<file path="src/sdio_pkg.sv">
/*
 package for the stepper driver control-side i/o logic: mode codes, alarm codes and widths.
 assumes a single 200 MHz clock domain; no registers, every setting arrives on a port.
*/
package sdio_pkg;
	// input mode selection values
	localparam logic IO_MODE_POSITION = 1'h0;
	localparam logic IO_MODE_PUSH = 1'h1;
	// alarm code output enable values
	localparam logic ALM_CODE_DISABLE = 1'h0;
	localparam logic ALM_CODE_ENABLE = 1'h1;
	// widths
	localparam int POS_W = 32;
	localparam int PUSH_SEL_W = 3;
	localparam int ALM_CODE_W = 3;
	localparam int RES_CODE_W = 1;
	// resolution selectors: first (switch-off table) or second (switch-on table)
	localparam logic RES_SEL_FIRST = 1'h0;
	localparam logic RES_SEL_SECOND = 1'h1;
	// factory resolution figures in pulses per revolution
	localparam int RES_FIRST_P_R = 1000;
	localparam int RES_FIRST_ALT_P_R = 500;
	localparam int RES_SECOND_P_R = 10000;
	localparam int RES_SECOND_ALT_P_R = 5000;
	// degrees per step-timing mark, in tenths of a degree
	localparam int TIM_STEP_DDEG = 72;
	// default completion window, tenths of a degree
	localparam int END_WINDOW_DDEG = 18;
	// clock
	localparam int CLK_MHZ = 200;
	// home value of accumulated command position
	localparam logic [31:0] HOME_POS = 32'h0000_0000;
	// return-to-home state codes
	typedef enum logic [2:0] {
		SDIO_RET_IDLE = 3'h1,
		SDIO_RET_RUN = 3'h2,
		SDIO_RET_BLOCK = 3'h4
	} sdio_ret_t;
endpackage

</file>
<file path="src/sdio_sync.sv">
/*
 two-flop synchroniser with rise and fall detection for opto-isolated inputs.
 assumes inputs are asynchronous levels where high means the photocoupler conducts.
*/
`timescale 1ns/100ps
`default_nettype none
module sdio_sync #(
	parameter int W = 1
) (
	input wire logic mclk_in,
	input wire logic rst_in,
	input wire logic [W-1:0] async_in,
	output logic [W-1:0] level_out,
	output logic [W-1:0] rise_out,
	output logic [W-1:0] fall_out
);
	logic [W-1:0] meta_ff;
	logic [W-1:0] sync_ff;
	logic [W-1:0] prev_ff;

	// first stage only feeds the second stage
	always_ff @(posedge mclk_in or posedge rst_in) begin
		if (rst_in) begin
			meta_ff <= '0;
			sync_ff <= '0;
			prev_ff <= '0;
		end else begin
			meta_ff <= async_in;
			sync_ff <= meta_ff;
			prev_ff <= sync_ff;
		end
	end

	// edges come from the settled stages
	assign level_out = sync_ff;
	assign rise_out = sync_ff & ~prev_ff;
	assign fall_out = ~sync_ff & prev_ff;
endmodule
`default_nettype wire

</file>
<file path="src/sdio_top.sv">
/*
 control-side input decoding and status outputs of a pulse-input stepping motor driver.
 assumes motor-side logic supplies step strobes, position and deviation figures, torque,
 alarm and warning conditions on the same clock; opto inputs arrive asynchronously.
*/
// Notes on behaviour
// - lock switch off: select input low picks first resolution, high picks second.
// - lock switch on: select input ignored, second resolution kept.
// - select asserted with warning enabled blocks homing; preset then go-home re-enables.
// - push mode: push current mode input switches drive to selected push current.
// - shared pins mean positioning functions or push functions per input mode.
// - go-home input starts move to position where command count equals zero.
// - home preset clears command position to zero; host uses it at standstill.
// - deviation clear input resets position deviation counter to zero.
// - step pulses are ignored while deviation clear input is asserted.
// - deviation clear aborts automatic return and return-to-home in progress.
// - resettable alarm clears on falling edge of alarm reset; alarm output on.
// - alarm turns alarm output off, cuts current, stops; data alarms keep current.
// - current-control select enters current mode unless disable switch on.
// - ready only with power, no start inputs, excite, no stop, alarm or tool.
// - code enabled and alarm active: ready, torque and open-collector timing outputs carry code.
// - torque flag on when torque out of range, and throughout pushing.
// - move-done when no pulses and rotor within configurable window of command.
// - step-timing outputs on once per 7.2 degrees, rate-limited per output kind.
// - quadrature phases A and B, B lagging ninety degrees, give direction.
// - warning output on when a warning condition occurs.
// - three push-select bits choose one of eight push current settings.
// - input mode value 0 is positioning, 1 is push-motion.
// - alarm code output enable bit: 0 disables, 1 enables.
`timescale 1ns/100ps
`default_nettype none
module sdio_top
	import sdio_pkg::*;
#(
	parameter int POS_WIDTH = POS_W
) (
	input wire logic mclk_in,
	input wire logic rst_in,
	// opto-isolated inputs, high while conducting
	input wire logic shared_sel_in,
	input wire logic shared_bit1_in,
	input wire logic shared_bit2_in,
	input wire logic push_select_bit0_in,
	input wire logic deviation_clear_in,
	input wire logic current_control_select_in,
	input wire logic excite_on_in,
	input wire logic stop_in,
	input wire logic start_inputs_any_in,
	// switches and configuration
	input wire logic resolution_lock_switch_in,
	input wire logic current_mode_disable_switch_in,
	input wire logic io_mode_in,
	input wire logic alarm_code_enable_in,
	input wire logic abnormal_data_warn_enable_in,
	input wire logic power_good_in,
	input wire logic tool_busy_in,
	// motor-side status, same clock
	input wire logic step_pulse_in,
	input wire logic step_dir_in,
	input wire logic pulse_active_in,
	input wire logic [POS_WIDTH-1:0] rotor_error_in,
	input wire logic [POS_WIDTH-1:0] end_window_in,
	input wire logic [POS_WIDTH-1:0] end_offset_in,
	input wire logic torque_over_in,
	input wire logic pushing_in,
	input wire logic alarm_event_in,
	input wire logic alarm_resettable_in,
	input wire logic alarm_data_kind_in,
	input wire logic [ALM_CODE_W-1:0] alarm_cause_in,
	input wire logic warning_cond_in,
	input wire logic motor_tick_in,
	input wire logic motor_dir_in,
	input wire logic auto_return_active_in,
	input wire logic home_reached_in,
	input wire logic tim_mark_in,
	input wire logic tim_line_ok_in,
	input wire logic tim_oc_ok_in,
	// outputs
	output logic resolution_second_out,
	output logic push_current_active_out,
	output logic [PUSH_SEL_W-1:0] push_select_out,
	output logic current_control_mode_out,
	output logic go_home_run_out,
	output logic abort_return_out,
	output logic motor_current_cut_out,
	output logic [POS_WIDTH-1:0] command_pos_out,
	output logic [POS_WIDTH-1:0] deviation_out,
	output logic ready_out,
	output logic torque_limit_flag_out,
	output logic move_done_out,
	output logic step_timing_line_out,
	output logic step_timing_oc_out,
	output logic feedback_phase_a_out,
	output logic feedback_phase_b_out,
	output logic alarm_n_out,
	output logic warning_flag_out
);
	localparam int NOPTO = 8;

	logic [NOPTO-1:0] opto_raw;
	logic [NOPTO-1:0] opto_lvl;
	logic [NOPTO-1:0] opto_rise;
	logic [NOPTO-1:0] opto_fall;
	logic sel_l, b1_l, b2_l, b1_r, b2_r, sel_r;
	logic clr_l, clr_r, clr_f, ccm_l, exc_l, stp_l;
	logic push_mode;
	logic alarm_ff, alarm_resettable_ff;
	logic [1:0] quad_ff;
	logic ret_block_ff;
	sdio_ret_t ret_ff, nxt_ret;
	logic [POS_WIDTH-1:0] cmd_ff, dev_ff, err_adj;
	logic code_on;

	// all opto inputs except start_inputs_any_in pass the synchroniser before use
	assign opto_raw = {stop_in, excite_on_in, current_control_select_in, deviation_clear_in,
		push_select_bit0_in, shared_bit2_in, shared_bit1_in, shared_sel_in};

	sdio_sync #(
		.W(NOPTO)
	) u_sync (
		.mclk_in(mclk_in),
		.rst_in(rst_in),
		.async_in(opto_raw),
		.level_out(opto_lvl),
		.rise_out(opto_rise),
		.fall_out(opto_fall)
	);

	assign sel_l = opto_lvl[0];
	assign b1_l = opto_lvl[1];
	assign b2_l = opto_lvl[2];
	assign clr_l = opto_lvl[4];
	assign ccm_l = opto_lvl[5];
	assign exc_l = opto_lvl[6];
	assign stp_l = opto_lvl[7];
	assign sel_r = opto_rise[0];
	assign b1_r = opto_rise[1];
	assign b2_r = opto_rise[2];
	assign clr_r = opto_rise[4];
	assign clr_f = opto_fall[4];

	// shared pins change meaning with the input mode
	assign push_mode = (io_mode_in == IO_MODE_PUSH);

	// lock switch pins resolution to the second table
	always_ff @(posedge mclk_in or posedge rst_in) begin
		if (rst_in) begin
			resolution_second_out <= RES_SEL_FIRST;
		end else if (resolution_lock_switch_in) begin
			resolution_second_out <= RES_SEL_SECOND;
		end else if (!push_mode) begin
			resolution_second_out <= sel_l;
		end
	end

	// push current selection; in push mode the select pin is the push current mode input
	always_ff @(posedge mclk_in or posedge rst_in) begin
		if (rst_in) begin
			push_current_active_out <= 1'h0;
			push_select_out <= '0;
		end else begin
			push_current_active_out <= push_mode & sel_l;
			push_select_out <= push_mode ? {b2_l, b1_l, opto_lvl[3]} : '0;
		end
	end

	// current control mode; host changes it only at standstill, so no motion interlock here
	always_ff @(posedge mclk_in or posedge rst_in) begin
		if (rst_in) begin
			current_control_mode_out <= 1'h0;
		end else begin
			current_control_mode_out <= ccm_l & ~current_mode_disable_switch_in;
		end
	end

	// resolution select asserted with the warning enabled blocks homing until a preset
	always_ff @(posedge mclk_in or posedge rst_in) begin
		if (rst_in) begin
			ret_block_ff <= 1'h0;
		end else if (!push_mode && sel_r && abnormal_data_warn_enable_in) begin
			ret_block_ff <= 1'h1;
		end else if (!push_mode && b2_r) begin
			ret_block_ff <= 1'h0;
		end
	end

	// return-to-home sequencing
	always_comb begin
		nxt_ret = ret_ff;
		unique case (ret_ff)
			SDIO_RET_IDLE: begin
				if (!push_mode && b1_r && !clr_l) begin
					nxt_ret = ret_block_ff ? SDIO_RET_BLOCK : SDIO_RET_RUN;
				end
			end
			SDIO_RET_RUN: begin
				if (clr_l || home_reached_in || (cmd_ff == HOME_POS[POS_WIDTH-1:0])) begin
					nxt_ret = SDIO_RET_IDLE;
				end
			end
			SDIO_RET_BLOCK: begin
				nxt_ret = SDIO_RET_IDLE;
			end
			default: nxt_ret = SDIO_RET_IDLE;
		endcase
	end

	always_ff @(posedge mclk_in or posedge rst_in) begin
		if (rst_in) begin
			ret_ff <= SDIO_RET_IDLE;
		end else begin
			ret_ff <= nxt_ret;
		end
	end

	assign go_home_run_out = (ret_ff == SDIO_RET_RUN);
	// abort is a level so the motor side drops auto return too
	assign abort_return_out = clr_l & (go_home_run_out | auto_return_active_in);

	// accumulated command position; pulses are dropped while clear is held
	always_ff @(posedge mclk_in or posedge rst_in) begin
		if (rst_in) begin
			cmd_ff <= '0;
		end else if (!push_mode && b2_r) begin
			cmd_ff <= HOME_POS[POS_WIDTH-1:0];
		end else if (step_pulse_in && !clr_l) begin
			cmd_ff <= step_dir_in ? cmd_ff + 1'b1 : cmd_ff - 1'b1;
		end
	end
	assign command_pos_out = cmd_ff;

	// deviation counter: forward pulses raise it, forward motor ticks lower it, reverse the opposite
	always_ff @(posedge mclk_in or posedge rst_in) begin
		if (rst_in) begin
			dev_ff <= '0;
		end else if (clr_r || clr_l) begin
			dev_ff <= '0;
		end else if (step_pulse_in && !motor_tick_in) begin
			dev_ff <= step_dir_in ? dev_ff + 1'b1 : dev_ff - 1'b1;
		end else if (motor_tick_in && !step_pulse_in) begin
			dev_ff <= motor_dir_in ? dev_ff - 1'b1 : dev_ff + 1'b1;
		end
	end
	assign deviation_out = dev_ff;

	// alarm latch; a new event wins over a reset edge in the same cycle
	always_ff @(posedge mclk_in or posedge rst_in) begin
		if (rst_in) begin
			alarm_ff <= 1'h0;
			alarm_resettable_ff <= 1'h0;
		end else if (alarm_event_in) begin
			alarm_ff <= 1'h1;
			alarm_resettable_ff <= alarm_resettable_in;
		end else if (clr_f && alarm_resettable_ff) begin
			alarm_ff <= 1'h0;
		end
	end

	// data-kind alarms keep the current flowing
	always_ff @(posedge mclk_in or posedge rst_in) begin
		if (rst_in) begin
			motor_current_cut_out <= 1'h0;
		end else if (alarm_event_in) begin
			motor_current_cut_out <= ~alarm_data_kind_in;
		end else if (!alarm_ff) begin
			motor_current_cut_out <= 1'h0;
		end
	end

	assign code_on = alarm_ff & (alarm_code_enable_in == ALM_CODE_ENABLE);

	// status lines; alarm code overrides the shared three
	always_ff @(posedge mclk_in or posedge rst_in) begin
		if (rst_in) begin
			ready_out <= 1'h0;
			torque_limit_flag_out <= 1'h0;
			step_timing_oc_out <= 1'h0;
		end else if (code_on) begin
			ready_out <= alarm_cause_in[0];
			torque_limit_flag_out <= alarm_cause_in[1];
			step_timing_oc_out <= alarm_cause_in[2];
		end else begin
			ready_out <= power_good_in & ~start_inputs_any_in & exc_l & ~stp_l
				& ~alarm_ff & ~tool_busy_in;
			torque_limit_flag_out <= torque_over_in | (push_current_active_out & pushing_in);
			step_timing_oc_out <= tim_mark_in & tim_oc_ok_in;
		end
	end

	// line-driver timing output is rate limited separately
	always_ff @(posedge mclk_in or posedge rst_in) begin
		if (rst_in) begin
			step_timing_line_out <= 1'h0;
		end else begin
			step_timing_line_out <= tim_mark_in & tim_line_ok_in;
		end
	end

	// completion window compares the offset-corrected error against a symmetric band
	assign err_adj = rotor_error_in - end_offset_in;
	always_ff @(posedge mclk_in or posedge rst_in) begin
		if (rst_in) begin
			move_done_out <= 1'h0;
		end else begin
			move_done_out <= ~pulse_active_in & (($signed(err_adj) <= $signed(end_window_in))
				&& ($signed(err_adj) >= -$signed(end_window_in)));
		end
	end

	// gray-coded quadrature: each motor tick advances one quarter cycle
	always_ff @(posedge mclk_in or posedge rst_in) begin
		if (rst_in) begin
			quad_ff <= 2'h0;
		end else if (motor_tick_in) begin
			quad_ff <= motor_dir_in ? quad_ff + 2'h1 : quad_ff - 2'h1;
		end
	end
	assign feedback_phase_a_out = quad_ff[1] ^ quad_ff[0];
	assign feedback_phase_b_out = quad_ff[1];

	// alarm output active low, warning when its condition is reported or a go-home request is blocked
	always_ff @(posedge mclk_in or posedge rst_in) begin
		if (rst_in) begin
			alarm_n_out <= 1'h1;
			warning_flag_out <= 1'h0;
		end else begin
			alarm_n_out <= ~alarm_ff;
			warning_flag_out <= warning_cond_in | (ret_ff == SDIO_RET_BLOCK);
		end
	end
endmodule
`default_nettype wire

</file>
<file path="config.mk">
export PLATFORM = sky130hd
export DESIGN_NAME = sdio_top
export DESIGN_NICKNAME = d
export VERILOG_FILES = /design/src/sdio_pkg.sv /design/src/sdio_sync.sv /design/src/sdio_top.sv
export SDC_FILE = /design/constraint.sdc
export NUM_CORES = 1
export LEC_CHECK = 0
export ABC_AREA = 1
export BUFFER_PORTS_ARGS = -buffer_cell sky130_fd_sc_hd__buf_4
export CORE_ASPECT_RATIO = 0.5
export CORE_MARGIN = 3
export CORE_UTILIZATION = 59
export CTS_BUF_LIST = sky130_fd_sc_hd__clkbuf_8
export DETAILED_ROUTE_END_ITERATION = 7
export GPL_ROUTABILITY_DRIVEN = 0
export PLACE_DENSITY = 0.87
export SYNTH_ARGS = -nofsm -noshare
export SYNTH_HDL_FRONTEND = slang
export SYNTH_SLANG_ARGS = --single-unit
</file>
<file path="constraint.sdc">
create_clock -name mclk_in -period 4 [get_ports mclk_in]
set_input_delay 0.8 -clock mclk_in [delete_from_list [all_inputs] [get_ports mclk_in]]
set_output_delay 0.8 -clock mclk_in [all_outputs]
set_load 0.02 [all_outputs]
</file>
==> key figures, run 1 <==
Floorplanning
  – Area of the core: ~0.019 mm2
  – # rows: 35
  – Ports: around 220
  – Die height: 104.2 um
  – Die X: slightly above 200 um
  – Effective utilization at floorplan: 60.95%
  – Die Area: approximately 0.021 mm2

Place
  – # port buffers: 214
  – Placed cells: 2225
  – Hpwl dp: between 20 and 30 mm

Final layout
  – Share of post-route cells with drive strength above 1: 14.89%
  – Non-filler instance count after layout: 2240
  – Core Util, Final: between 70% and 80%
  – Synth-to-Final Area Change: 18.80%
  – Final nets: 2239
  – Number of antenna diodes: 0

Setup path
  – Worst r2r path cells: 7
  – R2r startpoint: u_sync.level_out[4]
  – CP startpoint: rotor_error_in[0]
  – Worst R2R End: command_pos_out[0]
  – Crit Path Max Fanout: 5
  – Crit Path Class: input port to flop
  – Setup slack, reg-to-reg: 1.38 ns
  – CP startpoint kind: input port
  – Req. time, crit path: 4.31 ns
  – WP data arrival: 3.86 ns
  – CP Capture Type: flop

Global routing
  – Total GRT Usage: a little under a third
  – Largest net degree at the start of global routing: 51
  – Antenna violations before repair: 0
  – First-pass GRT wire length: 53.10 mm
  – Total congestion overflow: 0
  – Vias in the first global route: between 10000 and 15000

Drt
  – Highest routed metal layer: met4
  – Metal-1 WL: 13.55 mm
  – Routed length per instance: 14.29 um
  – Iter 0 DRT Violations: 887
  – Metal2 WL: approximately 15 mm
  – Via/cell ratio: 5.450
  – Via Count: 12210
  – Detailed-route DRC error count: 0
  – DRT Pass-1 Iters: 5
  – Post-route ant nets: 0
  – Met3 routed WL: approximately 2.3 mm
  – Wirelength, routed: between 30 and 40 mm

Power
  – Total power: 5.424 mW
  – Leak: 7.264 nW
  – IR Drop Worst-Case VDD: 0.2086 mV
  – Pwr dens: 401.6 mW/mm2

Logic synthesis
  – Synthesized instance count: 1756
  – Avg Cell Area, Syn: 6.475 um2
  – Yosys top cell area share: 22.89%
  – Mapped Area: approximately 0.011 mm2
  – Warnings, synthesis: 0
  – Async set-reset flop share out of synthesis: 100.0%
  – Count leader, synth: nand2_1
  – Post-synth EDFFs: 0
  – Main synth FF type: dfrtp_1
  – Synth unique cells: 50
  – Syn_nets: 2018
  – Area leader, netlist: dfrtp_1
  – Area contributors post-synth: dfrtp_1 23%, nand2_1 14%, ha_1 14%, inv_1 8.7%, nor2_1 6.8%
  – Synth cell count leaders: 430 x nand2_1, 265 x inv_1, 205 x nor2_1
  – Yosys reg bits: 106
  – Sequential element share of the synthesized area: 23.35%

Clock tree
  – Worst-case clock buffer depth: 2
  – Skew-Pair Late Insertion Delay: approximately 0.38 ns
  – Sinks on Clock Net: 106
  – H-tree depth: 3
  – Post-CTS Resized: 0
  – CTS tree: yes
  – Clk slew on worst S/H paths: 0.10 ns
  – Post-CTS Hold Buffers: 0
  – Number of CTS-inserted buffers: 9
  – Post-CTS setup buffers: 0
  – Root Buffer: clkbuf_8

Timing
  – Fin Hold WS: 0.3446 ns
  – Rel. slew slack: 49.72%
  – Worst slew pin tran: approximately 0.75 ns
  – Fin Clk Skew: 0.01110 ns
  – Endpoints failing setup: 0
  – Final Max Slew Viols: 0
  – Fin crit share: 88.57%
  – Final min period: 3.543 ns
  – Hold Violations, Final: 0
  – Setup repair after global routing missed its margin: false
  – Peak Freq: 282.3 MHz
  – Fin Setup TNS: 0 ns

Outcome
  – Status: complete, no violations

Min path
  – Hold path endpoint: u_sync.level_out[4]
  – Hold path start: u_sync.meta_ff[4]
  – Min-Delay Path Class: flop to flop
  – Hold depth: 0

Run
  – Total of max-cap violations: 0
## layer usage
metal	GRT usage, %	up-vias
li1	-	6198
met4	11.06	0
met3	3.970	76
met2	51.98	473
met1	38.73	5460
met5	0	-
## cells by family after synthesis
family | after synthesis | synth area share, %
flip-flops | 106 | 23.35
AND/OR/NAND/NOR | 862 | 33.22
AO/OA/AOI/OAI | 314 | 15.07
XOR/XNOR | 58 | 4.468
adder cells (fa/ha/maj) | 129 | 14.33
buffers and inverters | 287 | 9.563
## worst max path at each step
| stage | slack, ns | endpoint | depth (start not counted) |
|---|---|---|---|
| 2_1_floorplan | 0.41 | alarm_ff | 1 |
| 3_3_place_gp | 0.18 | move_done_out | 23 |
| 3_5_place_dp | 0.09 | move_done_out | 21 |
| 4_1_cts | 0.48 | move_done_out | 21 |
| 5_1_grt | 0.18 | move_done_out | 24 |
| 6_report | 0.46 | move_done_out | 21 |
## sequential cells by signal, indices dropped and copies added (netlist names), 2 cells and up
name	cells
push_select_out	3
deviation_out	32
u_sync.prev_ff	4
u_sync.meta_ff	8
ret_ff	3
u_sync.level_out	8
command_pos_out	32
quad_ff	2
## final cells by class
class | count | area (um2)
multi-input cells | 1363 | 7627
fillers | 1631 | 5149
flip-flops and latches | 106 | 2655
repair buffers | 225 | 1689
inverters | 272 | 1023
well taps | 259 | 324.1
clock buffers | 10 | 137.6
clock inverters | 5 | 50.05
## worst max-delay path: stages
cell and delay (ns):
buf_4 0.07, inv_1 0.03, ha_1 0.22, fa_1 0.42, o21ai_2 0.17, a21oi_1 0.17
o21ai_0 0.32, nand3_1 0.12, nand3_1 0.13, xor2_1 0.27, ha_1 0.19, nand2_1 0.05
nor2_1 0.11, nand2_1 0.09, nor3b_1 0.28, nand2_1 0.12, nand2_1 0.07, nand2_1 0.04
nand3_1 0.06, nand2_1 0.05, nor2_1 0.08
## metrics by stage
stage               instance area [um2]  setup slack (ns)
global route                      13510            0.1776
global placement                  13320            0.1846
detailed placement                13320           0.08615
floorplan                         11370            0.4144
finish                            13510            0.4572
CTS                               13510            0.4819
## layout by cell type, fill, tap and decap left out, types with 3 or more instances in the layout
master / n
o211ai_1: 7
nor2_2: 10
xnor2_1: 7
inv_1: 266
xor2_1: 51
nand3b_1: 5
o21bai_1: 3
or2_2: 3
dfrtp_1: 104
nand4_1: 29
nor2_1: 205
o21ai_0: 107
a31oi_1: 3
nor3b_1: 5
inv_2: 7
nor3_1: 37
nand2_1: 430
nor4_1: 8
o22ai_1: 12
o21a_1: 10
nor2_4: 3
ha_1: 127
nand3_1: 102
o21ai_2: 7
o21ai_1: 8
clkbuf_8: 10
nor3_2: 6
nand2_2: 6
a21o_1: 9
buf_4: 225
nand3_2: 3
a21oi_1: 140
## power by group
part | switching [mW] | internal (mW) | leakage, nW
Combinational | 2.04 | 1.21 | 5.82
Sequential | 0.238 | 1.28 | 1.34
Clock | 0.357 | 0.298 | 0.101
Total | 2.63 | 2.79 | 7.26
Note: power is estimated with default switching activity, not from simulation.
==> run 2: changes to the inputs <==
==> constraint.sdc (replaced) <==
create_clock -name mclk_in -period 4 [get_ports mclk_in]
set_input_delay 0.4 -clock mclk_in [delete_from_list [all_inputs] [get_ports mclk_in]]
set_output_delay 0.4 -clock mclk_in [all_outputs]
set_load 0.02 [all_outputs]
==> run 2 against run 1 <==
  * Critical path depth down 1
  * Non-clock buffer count shrank 4
  * Combinational power is essentially flat
  * First-iteration DRC count grew 14%
  * Via count grew 0.88%
  * Clock power down 3%
  * Worst hold slack got worse by 0.34 ns
  * Worst setup slack better by 0.34 ns
  * Global-route usage up 0.079 points
  * Register-to-register slack better by 0.29 ns
==> key figures, run 2 (same netlist as run 1, synthesis figures left out) <==
Global routing
  – Largest net degree at the start of global routing: 42 (-18%)
  – Vias in the first global route: 11550 (-0.92%)
  – First-pass GRT wire length: 53.43 mm (+0.62%)
  – Total GRT Usage: 30.18% (+0.079 points)
  – Antenna violations before repair: 0 (unchanged)
  – Total congestion overflow: 0 (unchanged)

Final layout
  – Most common cell after layout, fill and taps aside: nand2_1
  – Share of post-route cells with drive strength above 1: 14.86% (-0.028 points)
  – Final nets: 2235 (-0.18%)
  – Synth-to-Final Area Change: 18.52%
  – Number of antenna diodes: 0 (unchanged)
  – Core Util, Final: 72.23% (-0.17 points)
  – Most frequent cells in the layout: 430 x nand2_1, 264 x inv_1, 221 x buf_4
  – Non-filler instance count after layout: 2237 (-0.13%)

Clock tree
  – Sinks on Clock Net: 106 (unchanged)
  – Root Buffer: clkbuf_8
  – Skew-Pair Late Insertion Delay: 0.38 ns (about the same)
  – Post-CTS Resized: 0 (unchanged)
  – Post-CTS Hold Buffers: 0 (unchanged)
  – Post-CTS setup buffers: 0 (unchanged)
  – Worst-case clock buffer depth: 2 (unchanged)
  – Number of CTS-inserted buffers: 9 (unchanged)
  – Clk slew on worst S/H paths: 0.10 ns (about the same)
  – H-tree depth: 3 (unchanged)
  – CTS tree: yes

Drt
  – Post-route ant nets: 0 (unchanged)
  – Iter 0 DRT Violations: 1014 (+14%)
  – Routed length per instance: 14.45 um (+1.1%)
  – Via Count: 12320 (+0.88%)
  – Detailed-route DRC error count: 0 (unchanged)
  – DRT Pass-1 Iters: 6 (+1)
  – Wirelength, routed: 32.33 mm (+0.98%)
  – Via/cell ratio: 5.505 (+1.0%)

Setup path
  – CP Capture Type: flop
  – Crit Path Class: input port to flop
  – Worst R2R End: command_pos_out[7]
  – Worst r2r path cells: 7 (unchanged)
  – R2r startpoint: u_sync.level_out[4]
  – Critical Path Sink: move_done_out
  – Crit Path Max Fanout: 5 (unchanged)
  – CP startpoint: rotor_error_in[0]
  – Setup slack, reg-to-reg: 1.67 ns (+0.29 ns)
  – CP startpoint kind: input port
  – WP data arrival: 3.52 ns (-0.34 ns)
  – Req. time, crit path: 4.32 ns (about the same)

Timing
  – Worst slew pin tran: 0.7477 ns (-0.005677 ns)
  – Endpoints failing setup: 0 (unchanged)
  – Hold Violations, Final: 0 (unchanged)
  – Final min period: 3.205 ns (-0.3376 ns)
  – Fin Clk Skew: 0.007809 ns (-0.003286 ns)
  – Peak Freq: 312.0 MHz (+11%)
  – Final setup margin: 0.7948 ns (+0.3376 ns)
  – Fin crit share: 80.13% (-8.4 points)
  – Fin Setup TNS: 0 ns (unchanged)
  – Rel. slew slack: 50.10% (+0.38 points)
  – Setup repair after global routing missed its margin: false
  – Final Max Slew Viols: 0 (unchanged)

Floorplanning
  – # rows: 35 (unchanged)
  – Die X: 202.3 um (unchanged)
  – Die Area: 0.02107 mm2 (unchanged)
  – Ports: 215 (unchanged)
  – Effective utilization at floorplan: 60.95% (unchanged)
  – Area of the core: 0.01866 mm2 (unchanged)
  – Die height: 104.2 um (unchanged)

Power
  – Total power: 5.424 mW (about the same)
  – IR Drop Worst-Case VDD: 0.1988 mV (-4.7%)
  – Pwr dens: 402.5 mW/mm2 (+0.23%)
  – Leak: 7.229 nW (-0.49%)

Place
  – Hpwl dp: 26.75 mm (-0.34%)
  – Placed cells: 2221 (-0.18%)
  – Pre-CTS setup slack: 0.4600 ns (+0.3739 ns)
  – # port buffers: 214 (unchanged)

Min path
  – Min-Delay Path Class: input port to async pin

Outcome
  – Status: complete, no violations

Run
  – Total of max-cap violations: 0 (unchanged)
## run 2: cell types whose count changed in the layout (fill, tap and decap cells not counted)
cell        before  now
buf_4          225  221
bufinv_16        1    0
clkinv_2         1    0
clkinv_4         0    1
clkinvlp_4       1    3
inv_1          266  264
inv_6            0    2
## run 2: worst min path at each step
stage | slack [ns] | from | to
final | 0.005 | rst_in | deviation_out[16]
after global routing | 0.02 | rst_in | u_sync.level_out[5]
after CTS | 0.01 | rst_in | u_sync.meta_ff[5]
after detailed placement | 0.34 | u_sync.meta_ff[0] | u_sync.level_out[0]
after global placement | 0.33 | u_sync.meta_ff[7] | u_sync.level_out[7]
after floorplan | 0.33 | u_sync.meta_ff[0] | u_sync.level_out[0]
## run 2: worst max-delay path, stage by stage
cell     delay [ns]
buf_4          0.07
inv_1          0.03
ha_1           0.21
fa_1           0.42
o21ai_2        0.23
a21oi_1        0.20
or3b_1         0.42
nand4_1        0.08
nand2_1        0.08
ha_1           0.29
nand2_1        0.06
nor2_1         0.21
nand4_1        0.12
nor3b_1        0.27
nand2_1        0.12
nand2_1        0.07
nand2_1        0.05
nand3_1        0.06
nand2_1        0.05
nor2_1         0.08
## run 2: routing by layer
layer  vias up  routed length [um]  GRT usage (%)
li1       6202                   -              -
met1      5520               13580          38.62
met2       508               15310          52.87
met3        85                2425          3.751
met4         0                1013          10.42
met5         -                   0              0
## run 2: report_power, final
group / leakage [nW] / switching (mW) / internal [mW] / total [mW]
Sequential: 1.34 / 0.240 / 1.28 / 1.52
Clock: 0.0855 / 0.386 / 0.249 / 0.635
Combinational: 5.80 / 2.06 / 1.21 / 3.27
Total: 7.23 / 2.69 / 2.74 / 5.42
## run 2: cell type report
cell class / instances / area, um2
clock inverter: 6 / 48.80
sequential: 106 / 2655
tap: 259 / 324.1
multi-input combinational: 1363 / 7627
fill: 1630 / 5180
inverter: 272 / 1023
timing repair buffer: 221 / 1659
clock buffer: 10 / 137.6
## run 2: metrics by stage
stage	cell area (um2)	hold slack, ns
after floorplan	11370	0.3312
after global placement	13290	0.3315
after detailed placement	13290	0.3371
after CTS	13480	0.01095
after global routing	13480	0.02470
final	13480	0.005237
==> run 3: changes to the inputs <==
--- a/config.mk
+++ b/config.mk
@@ -9,11 +9,11 @@
 export BUFFER_PORTS_ARGS = -buffer_cell sky130_fd_sc_hd__buf_4
 export CORE_ASPECT_RATIO = 0.5
 export CORE_MARGIN = 3
-export CORE_UTILIZATION = 59
+export CORE_UTILIZATION = 53
 export CTS_BUF_LIST = sky130_fd_sc_hd__clkbuf_8
 export DETAILED_ROUTE_END_ITERATION = 7
 export GPL_ROUTABILITY_DRIVEN = 0
-export PLACE_DENSITY = 0.87
+export PLACE_DENSITY = 0.83
 export SYNTH_ARGS = -nofsm -noshare
 export SYNTH_HDL_FRONTEND = slang
 export SYNTH_SLANG_ARGS = --single-unit
==> constraint.sdc (replaced) <==
create_clock -name mclk_in -period 2.7 [get_ports mclk_in]
set_input_delay 0.27 -clock mclk_in [delete_from_list [all_inputs] [get_ports mclk_in]]
set_output_delay 0.27 -clock mclk_in [all_outputs]
set_load 0.02 [all_outputs]
==> run 3 against run 2 <==
  * The flow now finishes with violations (DRC, setup timing)
  * Utilization rose by 4.2 points
  * Via count rose by 19%
  * Worst hold slack improved by 0.046 ns
  * Sequential power rose by 47%
  * Largest cell class unchanged
==> key figures, run 3 (same netlist as run 1, synthesis figures left out) <==
Outcome
  – Status: complete, but fails checks
  – Failing checks: DRC, setup timing

Min path
  – Hold depth: 3
  – Hold path start: tim_line_ok_in
  – Min-Delay Path Class: input port to flop
  – Hold path endpoint: step_timing_line_out

Global routing
  – Antenna violations before repair: 1 (+1)
  – Largest net degree at the start of global routing: 71 (+69%)
  – Total GRT Usage: 29.13% (-1.0 points)
  – Total congestion overflow: 0 (unchanged)
  – First-pass GRT wire length: 55.29 mm (+3.5%)
  – Vias in the first global route: 12100 (+4.8%)

Timing
  – Endpoints failing setup: 1 (+1)
  – Rel. slew slack: 52.09% (+2.0 points)
  – Peak Freq: 304.6 MHz
  – Final Max Slew Viols: 0 (unchanged)
  – Fin Clk Skew: 0.009036 ns (+0.001227 ns)
  – Hold Violations, Final: 0 (unchanged)
  – Setup repair after global routing missed its margin: true
  – Worst slew pin tran: 0.7179 ns (-0.02983 ns)
  – Fin Hold WS: 0.05152 ns (+0.04628 ns)
  – Final min period: 3.283 ns
  – Final setup margin: -0.5835 ns (-1.378 ns)
  – Fin crit share: 121.6%

Final layout
  – Non-filler instance count after layout: 2415 (+8.0%)
  – Share of post-route cells with drive strength above 1: 29.33% (+14 points)
  – Most common cell after layout, fill and taps aside: nand2_1
  – Synth-to-Final Area Change: 39.67%
  – Most frequent cells in the layout: 385 x nand2_1, 367 x buf_4, 251 x inv_1
  – Core Util, Final: 76.40% (+4.2 points)
  – Final nets: 2398 (+7.3%)

Drt
  – Detailed-route DRC error count: 166 (+166)
  – Iter 0 DRT Violations: 1924 (+90%)
  – Via Count: 14710 (+19%)
  – Via/cell ratio: 6.093 (+11%)
  – Wirelength, routed: 47.01 mm (+45%)
  – DRT Pass-1 Iters: 8 (+2)
  – Post-route ant nets: 0 (unchanged)
  – Routed length per instance: 19.47 um (+35%)

Floorplanning
  – Die height: 109.6 um (+5.2%)
  – Die Area: 0.02335 mm2 (+11%)
  – Area of the core: 0.02079 mm2 (+11%)
  – Ports: 215 (unchanged)
  – Die X: 213.1 um (+5.3%)
  – # rows: 37 (+5.7%)
  – Effective utilization at floorplan: 54.70% (-6.2 points)

Setup path
  – Crit Path Class: input port to flop
  – CP Capture Type: flop
  – Req. time, crit path: 3.03 ns (-1.29 ns)
  – Worst r2r path cells: 14 (+7)
  – WP data arrival: 3.62 ns (+0.10 ns)
  – Setup slack, reg-to-reg: 0.36 ns (-1.31 ns)
  – Worst R2R End: command_pos_out[28]
  – R2r startpoint: command_pos_out[0]
  – CP startpoint kind: input port
  – Crit Path Max Fanout: 4 (-1)

Power
  – Pwr dens: 571.7 mW/mm2 (+42%)
  – Logic pwr share: 63.9% (+3.6 points)
  – Cell-internal power: 4.564 mW (+67%)
  – Leak: 8.126 nW (+12%)
  – Clk pwr share: 11.5% (-0.2 points)
  – Sequential power share: 24.6% (-3.4 points)
  – Sw Ratio: 49.73% (+0.20 points)
  – IR Drop Worst-Case VDD: 0.4243 mV (+110%)
  – Sw power: 4.515 mW (+68%)

Clock tree
  – CTS tree: yes
  – Root Buffer: clkbuf_8
  – Number of CTS-inserted buffers: 9 (unchanged)
  – Clk slew on worst S/H paths: 0.10 ns (about the same)
  – Worst-case clock buffer depth: 2 (unchanged)
  – Skew-Pair Late Insertion Delay: 0.40 ns (+0.02 ns)
  – Sinks on Clock Net: 106 (unchanged)
  – H-tree depth: 3 (unchanged)

Place
  – # port buffers: 214 (unchanged)
  – Placed cells: 2372 (+6.8%)
  – Hpwl dp: 28.45 mm (+6.4%)
  – Pre-CTS setup slack: -0.5414 ns (-1.001 ns)

Run
  – Total of max-cap violations: 0 (unchanged)
run 3: cell types whose count changed in the layout (fill, tap and decap cells not counted), sizes merged:
| cell | delta |
|---|---|
| bufinv | +1 |
| dlygate4sd3 | +10 |
| clkbuf | -1 |
| diode | +1 |
| clkinvlp | -1 |
| clkinv | +1 |
| buf | +153 |
run 3: critical path: stages:
cell	delay, ns
buf_4	0.08
inv_1	0.04
ha_1	0.40
nand2_1	0.17
nor2_1	0.17
inv_1	0.10
nor3_2	0.31
nand2_1	0.19
nand3_1	0.28
xor2_2	0.15
ha_1	0.39
nand2_2	0.12
nor2_4	0.14
nand4_1	0.14
inv_2	0.10
nand3_2	0.10
nor3b_1	0.28
nor2_1	0.07
nor2_1	0.11
run 3: stage by stage:
step,power (mW),setup TNS [ns],cell area (um2)
2_1_floorplan,5.477,-0.08914,11400
4_1_cts,8.386,-0.01537,14850
3_5_place_dp,7.260,-0.5414,14370
5_1_grt,9.696,-0.5919,15880
6_report,9.079,-0.5835,15880
3_3_place_gp,7.144,-0.4296,14370
run 3: power by group through the flow:
stage | Combinational, mW | Sequential [mW] | Clock [mW]
2_1_floorplan | 2.99 | 2.48 | 0
3_3_place_gp | 4.90 | 2.25 | 0
3_5_place_dp | 5.01 | 2.25 | 0
4_1_cts | 5.09 | 2.22 | 1.07
5_1_grt | 6.30 | 2.27 | 1.13
6_report | 5.80 | 2.23 | 1.04
run 3: layer usage:
| metal | vias up | share of wire [%] | global-route usage [%] |
|---|---|---|---|
| met5 | - | 0 | 0 |
| met4 | 0 | 8.5 | 10.60 |
| met3 | 456 | 11 | 2.708 |
| met2 | 1232 | 44 | 52.50 |
| met1 | 6517 | 36 | 36.79 |
| li1 | 6509 | - | - |
run 3: what timing repair did:
| item | CTS | global route |
|---|---|---|
| pin swaps | 19 | 85 |
| buffers inserted | 4 | 14 |
| hold buffers | 10 | 0 |
| gates resized for setup | 26 | 201 |
| endpoints found under the setup margin | 1 | 1 |
| hold endpoints to repair | 39 | 0 |
run 3: how the worst max path moves through the flow:
stage	endpoint	slack, ns	startpoint	cells past startpoint
after global routing	move_done_out	-0.59	end_offset_in[15]	19
after global placement	move_done_out	-0.43	rotor_error_in[2]	24
after detailed placement	move_done_out	-0.54	rotor_error_in[2]	24
after floorplan	move_done_out	-0.09	rotor_error_in[0]	18
final	move_done_out	-0.58	end_offset_in[22]	19
after CTS	move_done_out	-0.02	end_offset_in[0]	19
run 3: layout make-up:
cell class | instances | area, um2
well taps | 273 | 341.6
flip-flops and latches | 106 | 2655
clock buffers | 9 | 123.9
fillers | 1408 | 4906
clock inverters | 7 | 86.33
repair buffers | 384 | 2943
inverters | 272 | 1037
multi-input cells | 1363 | 8691
diodes | 1 | 2.502
